### src/hdl/kwr_regs.svh
// Purpose: Register map, field positions, reset values and counts for
//          the key wakeup release block.
// Assumes: 8-bit register port, one clock at 25 MHz.
// Notes:   Definitions only.
`ifndef KWR_REGS_SVH
`define KWR_REGS_SVH

`define KWR_ADDR_W            8
`define KWR_DATA_W            8
`define KWR_WAKE_N            4
`define KWR_ST_W              3

// Register byte addresses
`define KWR_ADDR_WAKE_ENABLE  8'h31
`define KWR_ADDR_CTRL         8'h32
`define KWR_ADDR_STATUS       8'h33
`define KWR_ADDR_MASK         8'h34
`define KWR_ADDR_STATE        8'h35

// key_wake_enable fields: bit 7 pin d down to bit 4 pin a
`define KWR_EN_HI             7
`define KWR_EN_LO             4
`define KWR_EN_RST            4'h0

// Control fields
`define KWR_CTRL_STOP_BIT     0
`define KWR_CTRL_RELEASE_METHOD_SELECT_BIT     1
`define KWR_CTRL_RELEASE_METHOD_SELECT_RST     1'b0

// Status and mask fields
`define KWR_ST_RELEASE        0
`define KWR_ST_WAKE_EDGE      1
`define KWR_ST_GUARD_HIT      2
`define KWR_ST_RST            3'h0
`define KWR_MASK_RST          3'h0

// State register fields
`define KWR_STATE_STOP_BIT    0
`define KWR_STATE_GUARD_BIT   1
`define KWR_STATE_DED_BIT     2
`define KWR_STATE_WAKE_LO     4

// Clocks per instruction cycle and guard length in instruction cycles
`define KWR_INSTR_CLKS        4
`define KWR_DIV_W             2
`define KWR_DIV_LAST          2'h3
`define KWR_GUARD_CYCLES      3
`define KWR_GUARD_W           2
`define KWR_GUARD_LAST        2'h2

`endif

### src/hdl/kwr_pkg.sv
// Purpose: Types shared by the key wakeup release block.
// Assumes: kwr_regs.svh holds all widths except the 2-bit kwr_mode_t enum.
// Notes:   State of the block is one packed struct.
`include "kwr_regs.svh"

package kwr_pkg;

  typedef enum logic [1:0] {
    KWR_RUN,
    KWR_GUARD,
    KWR_STOPPED
  } kwr_mode_t;

  typedef struct packed {
    logic [`KWR_ADDR_W-1:0] addr;
    logic [`KWR_DATA_W-1:0] wdata;
    logic                   wr;
    logic                   rd;
  } kwr_bus_req_t;

  typedef struct packed {
    logic                   dedicated;
    logic [`KWR_WAKE_N-1:0] wake;
  } kwr_pins_t;

  typedef struct packed {
    kwr_pins_t               sync1;
    kwr_pins_t               sync2;
    kwr_pins_t               prev;
    logic [`KWR_WAKE_N-1:0]  enable;
    logic                    release_method_select;
    logic [`KWR_ST_W-1:0]    status;
    logic [`KWR_ST_W-1:0]    mask;
    kwr_mode_t               mode;
    logic [`KWR_DIV_W-1:0]   div;
    logic [`KWR_GUARD_W-1:0] guard;
    logic [`KWR_DATA_W-1:0]  rdata;
    logic                    release_p;
    logic                    warm_p;
    logic                    irq;
    logic                    in_stop;
  } kwr_state_t;

endpackage : kwr_pkg

### src/hdl/kwr_key_wakeup_release.sv
// Purpose: Key wakeup logic that forms the stop-mode release signal from
//          a dedicated release pin and four general wake pins.
// Assumes: Pins are asynchronous and pass two flip-flops; register port
//          answers reads one cycle later; one clock at 25 MHz.
// Notes:   Stop entry is a write of the stop bit in the control register.
//
// Notes on behaviour
// - Stop release is accepted from four wake pins besides the dedicated release pin.
// - Each wake pin has its own enable bit for stop release.
// - The enables sit in bits 7 to 4 of key_wake_enable, 1 enables, write-only.
// - A rising or falling edge on any enabled wake pin releases stop mode.
// - The release signal is the OR of the dedicated pin term and the wake terms.
// - The dedicated pin releases on a high level in level mode, a rising edge in edge mode.
// - Wake-pin release needs level mode; in edge mode wake pins cannot release.
// - Release is ignored for three instruction cycles after stop entry.
//
// Implementation choice: the address-and-strobe port.
`timescale 1ns/1ns

`include "kwr_regs.svh"

module kwr_key_wakeup_release
  import kwr_pkg::*;
(
  input  wire logic                   core_clk_in,
  input  wire logic                   reset_in,
  input  wire kwr_bus_req_t           bus_req_in,
  output logic [`KWR_DATA_W-1:0]      rdata_out,
  input  wire kwr_pins_t              pins_in,
  output logic                        stop_mode_out,
  output logic                        stop_release_out,
  output logic                        warmup_start_out,
  output logic                        irq_out
);

  kwr_state_t             s_q;
  kwr_state_t             s_d;

  logic [`KWR_WAKE_N-1:0] wake_edges;
  logic                   ded_level;
  logic                   ded_rise;
  logic                   ded_term;
  logic                   wake_term;
  logic                   release_req;
  logic                   instr_en;
  logic                   wr_enable;
  logic                   wr_ctrl;
  logic                   wr_mask;
  logic                   rd_status;
  logic                   stop_cmd;
  logic [`KWR_ST_W-1:0]   st_set;

  // Edges are taken between the second sync stage and the stage after it,
  // so the metastable first stage feeds nothing but the second
  assign wake_edges  = (s_q.sync2.wake ^ s_q.prev.wake) & s_q.enable;
  assign ded_level   = s_q.sync2.dedicated;
  assign ded_rise    = s_q.sync2.dedicated & ~s_q.prev.dedicated;

  // Level mode: a high pin releases; edge mode: only a rising edge
  assign ded_term    = s_q.release_method_select ? ded_level : ded_rise;

  // Wake pins only count in level mode; in edge mode they are shut out
  assign wake_term   = s_q.release_method_select & (|wake_edges);

  // One release request for both sources
  assign release_req = ded_term | wake_term;

  // Instruction-cycle enable from the free divider
  assign instr_en    = (s_q.div == `KWR_DIV_LAST);

  assign wr_enable   = bus_req_in.wr
                       && (bus_req_in.addr == `KWR_ADDR_WAKE_ENABLE);
  assign wr_ctrl     = bus_req_in.wr
                       && (bus_req_in.addr == `KWR_ADDR_CTRL);
  assign wr_mask     = bus_req_in.wr
                       && (bus_req_in.addr == `KWR_ADDR_MASK);
  assign rd_status   = bus_req_in.rd
                       && (bus_req_in.addr == `KWR_ADDR_STATUS);
  assign stop_cmd    = wr_ctrl && bus_req_in.wdata[`KWR_CTRL_STOP_BIT];

  always_comb begin
    s_d           = s_q;
    st_set        = '0;
    s_d.rdata     = '0;
    s_d.release_p = 1'b0;
    s_d.warm_p    = 1'b0;

    s_d.sync1     = pins_in;
    s_d.sync2     = s_q.sync1;
    s_d.prev      = s_q.sync2;

    if (instr_en) begin
      s_d.div = '0;
    end else begin
      s_d.div = s_q.div + `KWR_DIV_W'(1);
    end

    // Register writes
    if (wr_enable) begin
      s_d.enable = bus_req_in.wdata[`KWR_EN_HI:`KWR_EN_LO];
    end
    if (wr_ctrl) begin
      s_d.release_method_select = bus_req_in.wdata[`KWR_CTRL_RELEASE_METHOD_SELECT_BIT];
    end
    if (wr_mask) begin
      s_d.mask = bus_req_in.wdata[`KWR_ST_W-1:0];
    end

    // Stop sequencing
    case (s_q.mode)
      KWR_RUN: begin
        if (stop_cmd) begin
          s_d.mode    = KWR_GUARD;
          s_d.in_stop = 1'b1;
          s_d.guard   = '0;
          // Restart the divider so the guard is exactly three cycles long
          s_d.div     = '0;
        end
      end
      KWR_GUARD: begin
        // Requests here are dropped, not held over to the stopped state
        if (release_req) begin
          st_set[`KWR_ST_GUARD_HIT] = 1'b1;
        end
        if (instr_en) begin
          if (s_q.guard == `KWR_GUARD_LAST) begin
            s_d.mode  = KWR_STOPPED;
            s_d.guard = '0;
          end else begin
            s_d.guard = s_q.guard + `KWR_GUARD_W'(1);
          end
        end
      end
      KWR_STOPPED: begin
        // The pin samplers keep running here, standing in for the
        // clockless edge latch of the real stop state
        if (release_req) begin
          s_d.mode                   = KWR_RUN;
          s_d.in_stop                = 1'b0;
          s_d.release_p              = 1'b1;
          s_d.warm_p                 = 1'b1;
          st_set[`KWR_ST_RELEASE]    = 1'b1;
          st_set[`KWR_ST_WAKE_EDGE]  = wake_term;
        end
      end
      default: begin
        s_d.mode    = KWR_RUN;
        s_d.in_stop = 1'b0;
      end
    endcase

    // Read-to-clear status; a new event in the same cycle wins
    if (rd_status) begin
      s_d.status = st_set;
    end else begin
      s_d.status = s_q.status | st_set;
    end
    s_d.irq = |(s_d.status & s_d.mask);

    // Read data, valid in the cycle after the strobe only
    if (bus_req_in.rd) begin
      case (bus_req_in.addr)
        `KWR_ADDR_CTRL: begin
          s_d.rdata[`KWR_CTRL_RELEASE_METHOD_SELECT_BIT] = s_q.release_method_select;
        end
        `KWR_ADDR_STATUS: begin
          s_d.rdata[`KWR_ST_W-1:0] = s_q.status;
        end
        `KWR_ADDR_MASK: begin
          s_d.rdata[`KWR_ST_W-1:0] = s_q.mask;
        end
        `KWR_ADDR_STATE: begin
          s_d.rdata[`KWR_STATE_STOP_BIT]  = s_q.in_stop;
          s_d.rdata[`KWR_STATE_GUARD_BIT] = (s_q.mode == KWR_GUARD);
          s_d.rdata[`KWR_STATE_DED_BIT]   = s_q.sync2.dedicated;
          s_d.rdata[`KWR_STATE_WAKE_LO +: `KWR_WAKE_N] = s_q.sync2.wake;
        end
        default: begin
          // Enable register is write-only; unmapped addresses read zero
          s_d.rdata = '0;
        end
      endcase
    end
  end

  always_ff @(posedge core_clk_in or posedge reset_in) begin
    if (reset_in) begin
      s_q           <= '0;
      s_q.enable    <= `KWR_EN_RST;
      s_q.release_method_select      <= `KWR_CTRL_RELEASE_METHOD_SELECT_RST;
      s_q.status    <= `KWR_ST_RST;
      s_q.mask      <= `KWR_MASK_RST;
      s_q.mode      <= KWR_RUN;
    end else begin
      s_q <= s_d;
    end
  end

  assign rdata_out        = s_q.rdata;
  assign stop_mode_out    = s_q.in_stop;
  assign stop_release_out = s_q.release_p;
  assign warmup_start_out = s_q.warm_p;
  assign irq_out          = s_q.irq;

endmodule : kwr_key_wakeup_release

### config.mk
export PLATFORM = sky130hd
export DESIGN_NAME = kwr_key_wakeup_release
export DESIGN_NICKNAME = d
export VERILOG_FILES = /design/src/hdl/kwr_pkg.sv /design/src/hdl/kwr_key_wakeup_release.sv
export VERILOG_INCLUDE_DIRS = /design/src /design/src/hdl
export SDC_FILE = /design/constraint.sdc
export NUM_CORES = 1
export LEC_CHECK = 0
export BUFFER_PORTS_ARGS = -buffer_cell sky130_fd_sc_hd__buf_2
export CELL_PAD_IN_SITES_DETAIL_PLACEMENT = 1
export CELL_PAD_IN_SITES_GLOBAL_PLACEMENT = 2
export CORE_ASPECT_RATIO = 1.25
export CORE_MARGIN = 4
export CORE_UTILIZATION = 35
export CTS_CLUSTER_DIAMETER = 40
export CTS_CLUSTER_SIZE = 10
export DETAILED_ROUTE_END_ITERATION = 6
export PLACE_DENSITY = 0.83
export SLEW_MARGIN = 10
export SYNTH_ARGS = -nofsm -noshare
export SYNTH_HDL_FRONTEND = slang
export SYNTH_SLANG_ARGS = --single-unit
export TNS_END_PERCENT = 10
### constraint.sdc
create_clock -name core_clk_in -period 3.1 [get_ports core_clk_in]
set_input_delay 0.31 -clock core_clk_in [delete_from_list [all_inputs] [get_ports core_clk_in]]
set_output_delay 0.31 -clock core_clk_in [all_outputs]
set_load 0.05 [all_outputs]
# Word level (Yosys, flattened, before mapping)
# Cells that the tools add are included.
# W data, S select, Z words.
[word_totals]
word_cells = 81
ff_bits = 44
[classes]
n_reduce_logical = 12
eq_ne = 13
muxes = 27
n_addsub = 2
n_bitwise = 9
[ops]
columns = ["cell", "n"]
rows = [
  ["$eq A8 B6 Y1 const B", 5],
  ["$mux W2", 11],
  ["$pmux W1 S3", 3],
  ["$mux W8", 1],
  ["$ne A2 B2 Y1 const B", 4],
  ["$eq A2 B2 Y1 const B", 3],
  ["$mux W3", 2],
  ["$mux W6", 1],
  ["$pmux W2 S3", 1],
  ["$reduce_and A3 Y1", 2],
  ["$logic_and A1 B1 Y1", 5],
  ["$mux W1", 5],
  ["$add A2 B1 Y2 const B", 2],
  ["$and A4 B4 Y4", 1],
  ["$mux W4", 1],
  ["$pmux W1 S4", 1],
  ["$pmux W2 S2", 1],
  ["$reduce_and A4 Y1", 1],
  ["$reduce_or A4 Y1", 1],
  ["$xor A4 B4 Y4", 1],
  ["$and A3 B3 Y3", 1],
  ["$or A3 B3 Y3", 1],
  ["$reduce_or A3 Y1", 1],
  ["$and A1 B1 Y1", 2],
  ["other kinds (5)", 6],
]

# Depth between registers and ports, before layout
# Gate-level depths: netlist of the first run.
[depth]
depth_word = 11
depth_mapped = 6
mapped_depth_nobuf = 5

# Worst setup path after synthesis of the first run
# OpenSTA, ideal clock, no wires.
[synth_path]
path_kind = "input port to flip-flop"
from = "in bus_req_in[17] (netlist name)"
to = "reg s_q[13] (netlist name)"
path_buffers = 0
setup_ns = 0.120
arrival_time_ns = 1.272
setup_slack_ns = 1.708
stages = 5
path_cell_list = "and3b_2 -> and2_4 -> and4b_1 -> nand3_2 -> a31o_2"
[synth_between]
elab_chain_len = 5
[synth_rtl]
columns = ["item", "line_no", "source"]
rows = [
  ["start: declaration", "kwr_key_wakeup_release.sv:27", "input wire kwr_bus_req_t bus_req_in,"],
  ["$eq A8 B6 Y1", "--", ""],
  ["$logic_and A1 B1 Y1", "kwr_key_wakeup_release.sv:73", "assign wr_ctrl = bus_req_in.wr"],
  ["$logic_and A1 B1 Y1", "kwr_key_wakeup_release.sv:79", "assign stop_cmd = wr_ctrl && bus_req_in.wdata[`KWR_CTRL_STOP_BIT];"],
  ["$ne A2 B2 Y1 (no source line)", "--", ""],
  ["$reduce_and A3 Y1 (no source line)", "--", ""],
  ["end: declaration", "kwr_key_wakeup_release.sv:36", "kwr_state_t s_q;"],
]
# Every way passes these cells.
# A chain may end at the register's enable or synchronous reset.

# Worst setup path after layout of the first run
[layout_path]
from = "reg s_q (netlist bit s_d[32])"
to = "reg s_q (netlist bit stop_mode_out)"
[layout_between]
elab_chain_len = 7
[layout_rtl]
columns = ["item", "line_no", "source"]
rows = [
  ["$xor A4 B4 Y4", "kwr_key_wakeup_release.sv:55", "assign wake_edges = (s_q.sync2.wake ^ s_q.prev.wake) & s_q.enable;"],
  ["$and A4 B4 Y4", "kwr_key_wakeup_release.sv:55", ""],
  ["$reduce_or A4 Y1", "kwr_key_wakeup_release.sv:63", "assign wake_term = s_q.release_method_select & (|wake_edges);"],
  ["$and A1 B1 Y1", "kwr_key_wakeup_release.sv:63", ""],
  ["$or A1 B1 Y1", "kwr_key_wakeup_release.sv:66", "assign release_req = ded_term | wake_term;"],
  ["$ne A2 B2 Y1 (no source line)", "--", ""],
  ["$reduce_and A3 Y1 (no source line)", "--", ""],
]
# Every way passes these cells.

==> run_results.csv, run 1 <==
group,metric,value,unit
drt,post_drt_wl_per_cell,14.49,µm
drt,first_pass_iters,3,
global_route,grt_use_total,11.82,%
timing,worst_slew_pin_slew,0.7701,ns
synth,ys_ff_latch,42,
timing,relSlewSlack,48.60,%
cells_and_area,syn_to_final_growth,15.62,%
global_route,antenna_found_initial,0,
worst_setup_path,path_cells,"xor2_1 > a22oi_1 > a21oi_1 > o31a_1 > a21oi_1",
cts,cts_setup_buffers,0,
synth,synth_cell_types,40,
synth,syn_inst,138,
floorplan,rows,28,
cts,clk_latency,0.29,ns
cells_and_area,final_core_util,41.99,%
synth,synth_nets,164,
synth,synthesis.area,1730,µm²
cts,clk_pin_slew,0.08,ns
worst_setup_path,critical_path_class,"flip-flop to flip-flop",
worst_setup_path,start_kind,"flip-flop",
synth,synth-edff-count,0,
synth,async_flop_share,100.0,%
outcome,status,"finished, final reports clean",
drt,detail_route.vias_per_cell,4.771,
worst_setup_path,cp_top_family,"compound AO/OA/AOI/OAI gates",
floorplan,chipHeight,86.62,µm
worst_setup_path,crit_path_max_fanout,3,
job,cap_violations,0,
worst_setup_path,crit_path_top_delay_cell,"dfrtp_1",
drt,drt_iter0_drc,30,
timing,max_freq,645.7,MHz
drt,ant_nets,0,
worst_setup_path,ff2ff_setup_slack,1.55,ns
cts,postCtsHoldBufs,0,
floorplan,core,4765,µm²
floorplan,die_x,70.89,µm
pwr,ir_drop,0.0002328,V
synth,synth_flop_cell,"dfrtp_1",
timing,finalClockSkew,0.007601,ns
place,place_hpwl,2633,µm
timing,fin_crit_sh,49.96,%
cts,clock_sinks,42,
cells_and_area,diodes,0,
worst_setup_path,slowest_delay,0.40,ns
timing,finalHoldViolations,0,
global_route,grt_overflow,0,
synth,yosys_warnings,0,
global_route,grt_max_degree,23,
hold_path,min_path_type,"input pin to flip-flop",
cells_and_area,fin_nets,196,
cts,cts_tree,"yes",
global_route,grt_pass1_wl,5630,µm
cts,cts-root-buf,"clkbuf_8",
timing,fin_crit,1.549,ns
timing,rsz0062_at_grt,"no",
worst_setup_path,arrival,1.77,ns
pwr,p_per_area,513.2,nW/µm²
pwr,leakagePower,0.9998,nW
worst_setup_path,crit_path_frequent_cell,"a21oi_1",
cells_and_area,drive_gt1_share,34.50,%
floorplan,fp.dieArea,6140,µm²
place,routabilityCongestion,0.7849,
drt,vias,1102,
worst_setup_path,critical_path_required,3.32,ns
drt,drc,0,
place,numPortBuffers,34,
global_route,grt_pass1_vias,1185,
synth,synth-seq-area-share,60.74,%
synth,avgSynthCellArea,12.54,µm²
cts,htreeDepth,2,
timing,final_max_slew_viol_count,0,
worst_setup_path,cp-end-kind,"flip-flop",
drt,drt-total-wl,3348,µm
cts,numCtsBuffers,5,
timing,finalSetupTns,0,ns
cts,ctsResizeCount,0,
pwr,total_power,1.027,mW
timing,setup_viol,0,
worst_setup_path,path_buf_inv,0,
floorplan,io_pins,37,
cts,clockBufferDepth,2,
floorplan,start_util,36.32,%
path summary, 6_finish.rpt:
kind                       cells past startpoint        from       endpoint
max                                            5     s_d[32]  stop_mode_out
min                                            1  pins_in[2]        s_d[36]
max reg2reg                                    5     s_d[32]  stop_mode_out
min reg2reg                                    0     s_d[37]        s_d[32]
max in group asynchronous                      3    reset_in        s_q[16]
min in group asynchronous                      2    reset_in        s_d[34]
synth_stat cells, types with 2 or more instances:
cell	instances	area, µm²
nand2b_1	2	12.51
nand4_1	2	12.51
mux2_2	7	78.83
o21ai_0	2	10.01
nor2_1	7	26.28
nor2b_1	3	18.77
a31o_2	2	17.52
a22oi_1	3	22.52
nor3b_1	2	15.01
or2_1	2	12.51
dfrtp_1	42	1051
o22ai_1	2	12.51
nand3_1	2	10.01
a211oi_1	2	15.01
nand2_1	7	26.28
o21ai_1	2	10.01
inv_1	6	22.52
mux2i_1	3	30.03
buf_4	10	75.07
a21oi_1	2	10.01
xor2_1	4	35.03
and2_1	6	37.54
per-stage QoR:
stage	std cells	hold slack [ns]	setup slack, ns	cell area, µm²
floorplan	138	0.3312	1.708	1730
global placement	223	0.3335	1.433	1908
CTS	231	0.1088	1.528	2001
finish	231	0.1175	1.551	2001
global route	231	0.1032	1.410	2001
detailed placement	223	0.3363	1.413	1908
layout make-up:
class,instances,area (µm²)
clock buffers,5,68.82
flip-flops and latches,42,1051
multi-input cells,80,581.8
clock inverters,3,23.77
repair buffers,35,177.7
inverters,6,22.52
fillers,547,2764
well taps,60,75.07
cell usage in the layout (no fill, tap or decap), types with 4 or more instances in the layout:
cell type	instances
inv_1	6
clkbuf_8	5
xor2_1	4
and2_1	6
nand2_1	7
mux2_2	7
nor2_1	7
buf_2	34
dfrtp_1	42
worst register-to-register path, stage by stage, from the launching register on:
cell and delay [ns]:
dfrtp_1 0.40, xor2_1 0.14, a22oi_1 0.33, a21oi_1 0.18, o31a_1 0.31, a21oi_1 0.11
cells by family after synthesis:
kind of cell	after synthesis	synth area share, %
adders and majority gates	1	0.7230
DFF	42	60.74
and+or+nand+nor	43	15.47
other	1	0.2167
buffers and inverters	16	5.640
xor gates and xnor gates	4	2.024
AOI/OAI and AO/OA	20	8.026
muxes	11	7.158
report_power, final:
group | internal [mW] | switching (mW) | total [mW]
clock | 0.161 | 0.192 | 0.353
combinational | 0.0355 | 0.0532 | 0.0887
sequential | 0.571 | 0.0138 | 0.585
total | 0.768 | 0.259 | 1.03
metal layers:
layer / global-route usage [%] / routed length, µm / vias to the layer above
li1: - / - / 528
met1: 13.30 / 1313 / 544
met2: 20.93 / 1806 / 25
met3: 3.828 / 177 / 5
met4: 4.103 / 51 / 0
met5: 0 / 0 / -
state kept, by name, indices dropped and copies added (netlist names):
register,cells
s_q,22
s_d,9
rdata_out,7
ded_level,1
irq_out,1
stop_mode_out,1
stop_release_out,1
No activity file was read; power rests on OpenSTA's default activity.
==> inputs of run 2 (changes only) <==
--- a/config.mk
+++ b/config.mk
@@ -11,11 +11,11 @@
 export CELL_PAD_IN_SITES_GLOBAL_PLACEMENT = 2
 export CORE_ASPECT_RATIO = 1.25
 export CORE_MARGIN = 4
-export CORE_UTILIZATION = 35
+export CORE_UTILIZATION = 31
 export CTS_CLUSTER_DIAMETER = 40
 export CTS_CLUSTER_SIZE = 10
 export DETAILED_ROUTE_END_ITERATION = 6
-export PLACE_DENSITY = 0.83
+export PLACE_DENSITY = 0.78
 export SLEW_MARGIN = 10
 export SYNTH_ARGS = -nofsm -noshare
 export SYNTH_HDL_FRONTEND = slang
==> constraint.sdc (replaced) <==
create_clock -name core_clk_in -period 1.42 [get_ports core_clk_in]
set_input_delay 0.142 -clock core_clk_in [delete_from_list [all_inputs] [get_ports core_clk_in]]
set_output_delay 0.142 -clock core_clk_in [all_outputs]
set_load 0.05 [all_outputs]
==> run 2 against run 1 <==
- worst setup slack lost 1.5 ns
- register-to-register slack lost 1.5 ns
- largest power group unchanged
- via count grew 4.4%
- largest cell class unchanged
- global-route usage grew 0.066 points
==> run_results.csv, run 2 (synthesis results as in run 1) <==
group,metric,value,unit
outcome,status,"finished, final reports clean",
place,routabilityCongestion,0.7518,
place,numPortBuffers,34,
timing,fin_crit,1.346,ns
cells_and_area,largest_reg_flops,22,
worst_setup_path,slowest_delay,0.41,ns
timing,max_freq,742.8,MHz
cts,clock_sinks,42,
pwr,leakagePower,1.083,nW
job,cap_violations,0,
timing,worst_slew_pin_slew,0.5206,ns
worst_setup_path,crit_path_frequent_cell,"a21oi_2",
floorplan,io_pins,37,
pwr,ir_drop,0.0006206,V
worst_setup_path,arrival,1.58,ns
cts,numCtsBuffers,5,
cells_and_area,drive_gt1_share,38.92,%
cells_and_area,fin_nets,210,
worst_setup_path,critical_path_class,"flip-flop to flip-flop",
cells_and_area,diodes,0,
hold_path,min_path_type,"input pin to flip-flop",
global_route,antenna_found_initial,0,
drt,vias,1150,
timing,finalHoldViolations,0,
cts,clk_pin_slew,0.08,ns
cells_and_area,layout_common_cells,"dfrtp_1, buf_2, buf_4",
floorplan,core,5405,µm²
drt,drt_iter0_drc,29,
timing,relSlewSlack,64.98,%
worst_setup_path,start_kind,"flip-flop",
drt,first_pass_iters,4,
timing,rsz0062_at_grt,"yes",
drt,drt-total-wl,3569,µm
global_route,grt_pass1_vias,1280,
cells_and_area,largest-register,"s_q",
place,place_hpwl,2805,µm
worst_setup_path,path_cells,"xor2_1 > a22oi_2 > a21oi_2 > o31a_1 > a21oi_2",
global_route,grt_use_total,11.89,%
cts,clk_latency,0.29,ns
global_route,grt_pass1_wl,6085,µm
pwr,p_per_area,1129,nW/µm²
drt,ant_nets,0,
global_route,grt_overflow,0,
worst_setup_path,crit_path_max_fanout,3,
place,dpl-instance-area,1973,µm²
worst_setup_path,critical_path_required,1.65,ns
worst_setup_path,crit_path_top_delay_cell,"dfrtp_1",
timing,final_max_slew_viol_count,0,
floorplan,die_x,74.83,µm
floorplan,start_util,32.01,%
drt,drc,0,
timing,fin_crit_sh,94.81,%
drt,post_drt_wl_per_cell,14.33,µm
timing,worst_hold_slack,0.07467,ns
floorplan,rows,30,
timing,finalSetupTns,0,ns
cts,htreeDepth,2,
floorplan,fp.dieArea,6849,µm²
timing,finalClockSkew,0.005566,ns
global_route,grt_max_degree,43,
cells_and_area,syn_to_final_growth,25.16,%
floorplan,chipHeight,91.53,µm
cells_and_area,final_common_cell,"dfrtp_1",
cts,cts_tree,"yes",
worst_setup_path,cp-end-kind,"flip-flop",
timing,setup_viol,0,
cells_and_area,stdcell_area,2166,µm²
cells_and_area,fillers,620,
drt,detail_route.vias_per_cell,4.618,
cts,clockBufferDepth,2,
cts,cts-root-buf,"clkbuf_8",
## run 2: cell count changes in the layout (fill, tap and decap cells not counted), sizes merged
cell,delta
buf,+8
dlygate4sd3,+6
clkinv,+1
bufinv,+1
clkinvlp,-2
## run 2: worst max-delay path, delay by kind of cell, from the launching register on
family          cells  cell delay (ns)
xor+xnor            1             0.16
compound gates      4             0.71
flops               1             0.41
## run 2: final cells by class
type	count	area (µm²)	area share (%)
tap	64	80.08	3.697
multi-input combinational	80	601.8	27.79
clock inverter	3	43.79	2.022
inverter	6	22.52	1.040
timing repair buffer	49	297.8	13.75
sequential	42	1051	48.53
clock buffer	5	68.82	3.177
## run 2: worst paths after layout
path                       slack (ns)  cells after the start       endpoint          start
max                              0.07                      5  stop_mode_out        s_d[30]
max in group asynchronous        0.54                      4        s_q[32]       reset_in
min reg2reg                      0.35                      0        s_d[29]        s_d[34]
min in group asynchronous        0.52                      4        s_d[34]       reset_in
min                              0.07                      2        s_q[27]  bus_req_in[8]
max reg2reg                      0.07                      5  stop_mode_out        s_d[30]
## run 2: through the flow
stage / setup slack (ns) / instances / utilization [%] / power [mW]
after detailed placement: -0.06601 / 235 / 36.50 / 1.513
after floorplan: 0.08914 / 138 / - / 1.424
final: 0.07372 / 249 / 40.07 / 2.445
after global routing: -0.04764 / 249 / 40.07 / 2.572
after CTS: 0.01967 / 249 / 39.95 / 2.487
after global placement: -0.04833 / 235 / 36.50 / 1.501
## run 2: routing by layer
| layer | GRT usage, % | wire length (µm) |
|---|---|---|
| met2 | 19.40 | 1926 |
| met1 | 14.05 | 1363 |
| met4 | 5.786 | 82 |
| met5 | 0 | 0 |
| met3 | 3.101 | 196 |
## run 2: power breakdown
group          internal, mW  leakage, nW  switching (mW)  total, mW
logic                 0.103        0.495           0.124      0.227
clock network         0.526       0.0585           0.413      0.939
registers              1.25        0.530          0.0315       1.28
## run 2: repair_timing
| action | in CTS | in global routing |
|---|---|---|
| hold buffers | 6 | 0 |
| buffers inserted | 0 | 0 |
| pin swaps | 0 | 2 |
| gates resized for setup | 3 | 2 |
| endpoints found under the setup margin | 5 | 4 |
| hold endpoints to repair | 47 | 0 |
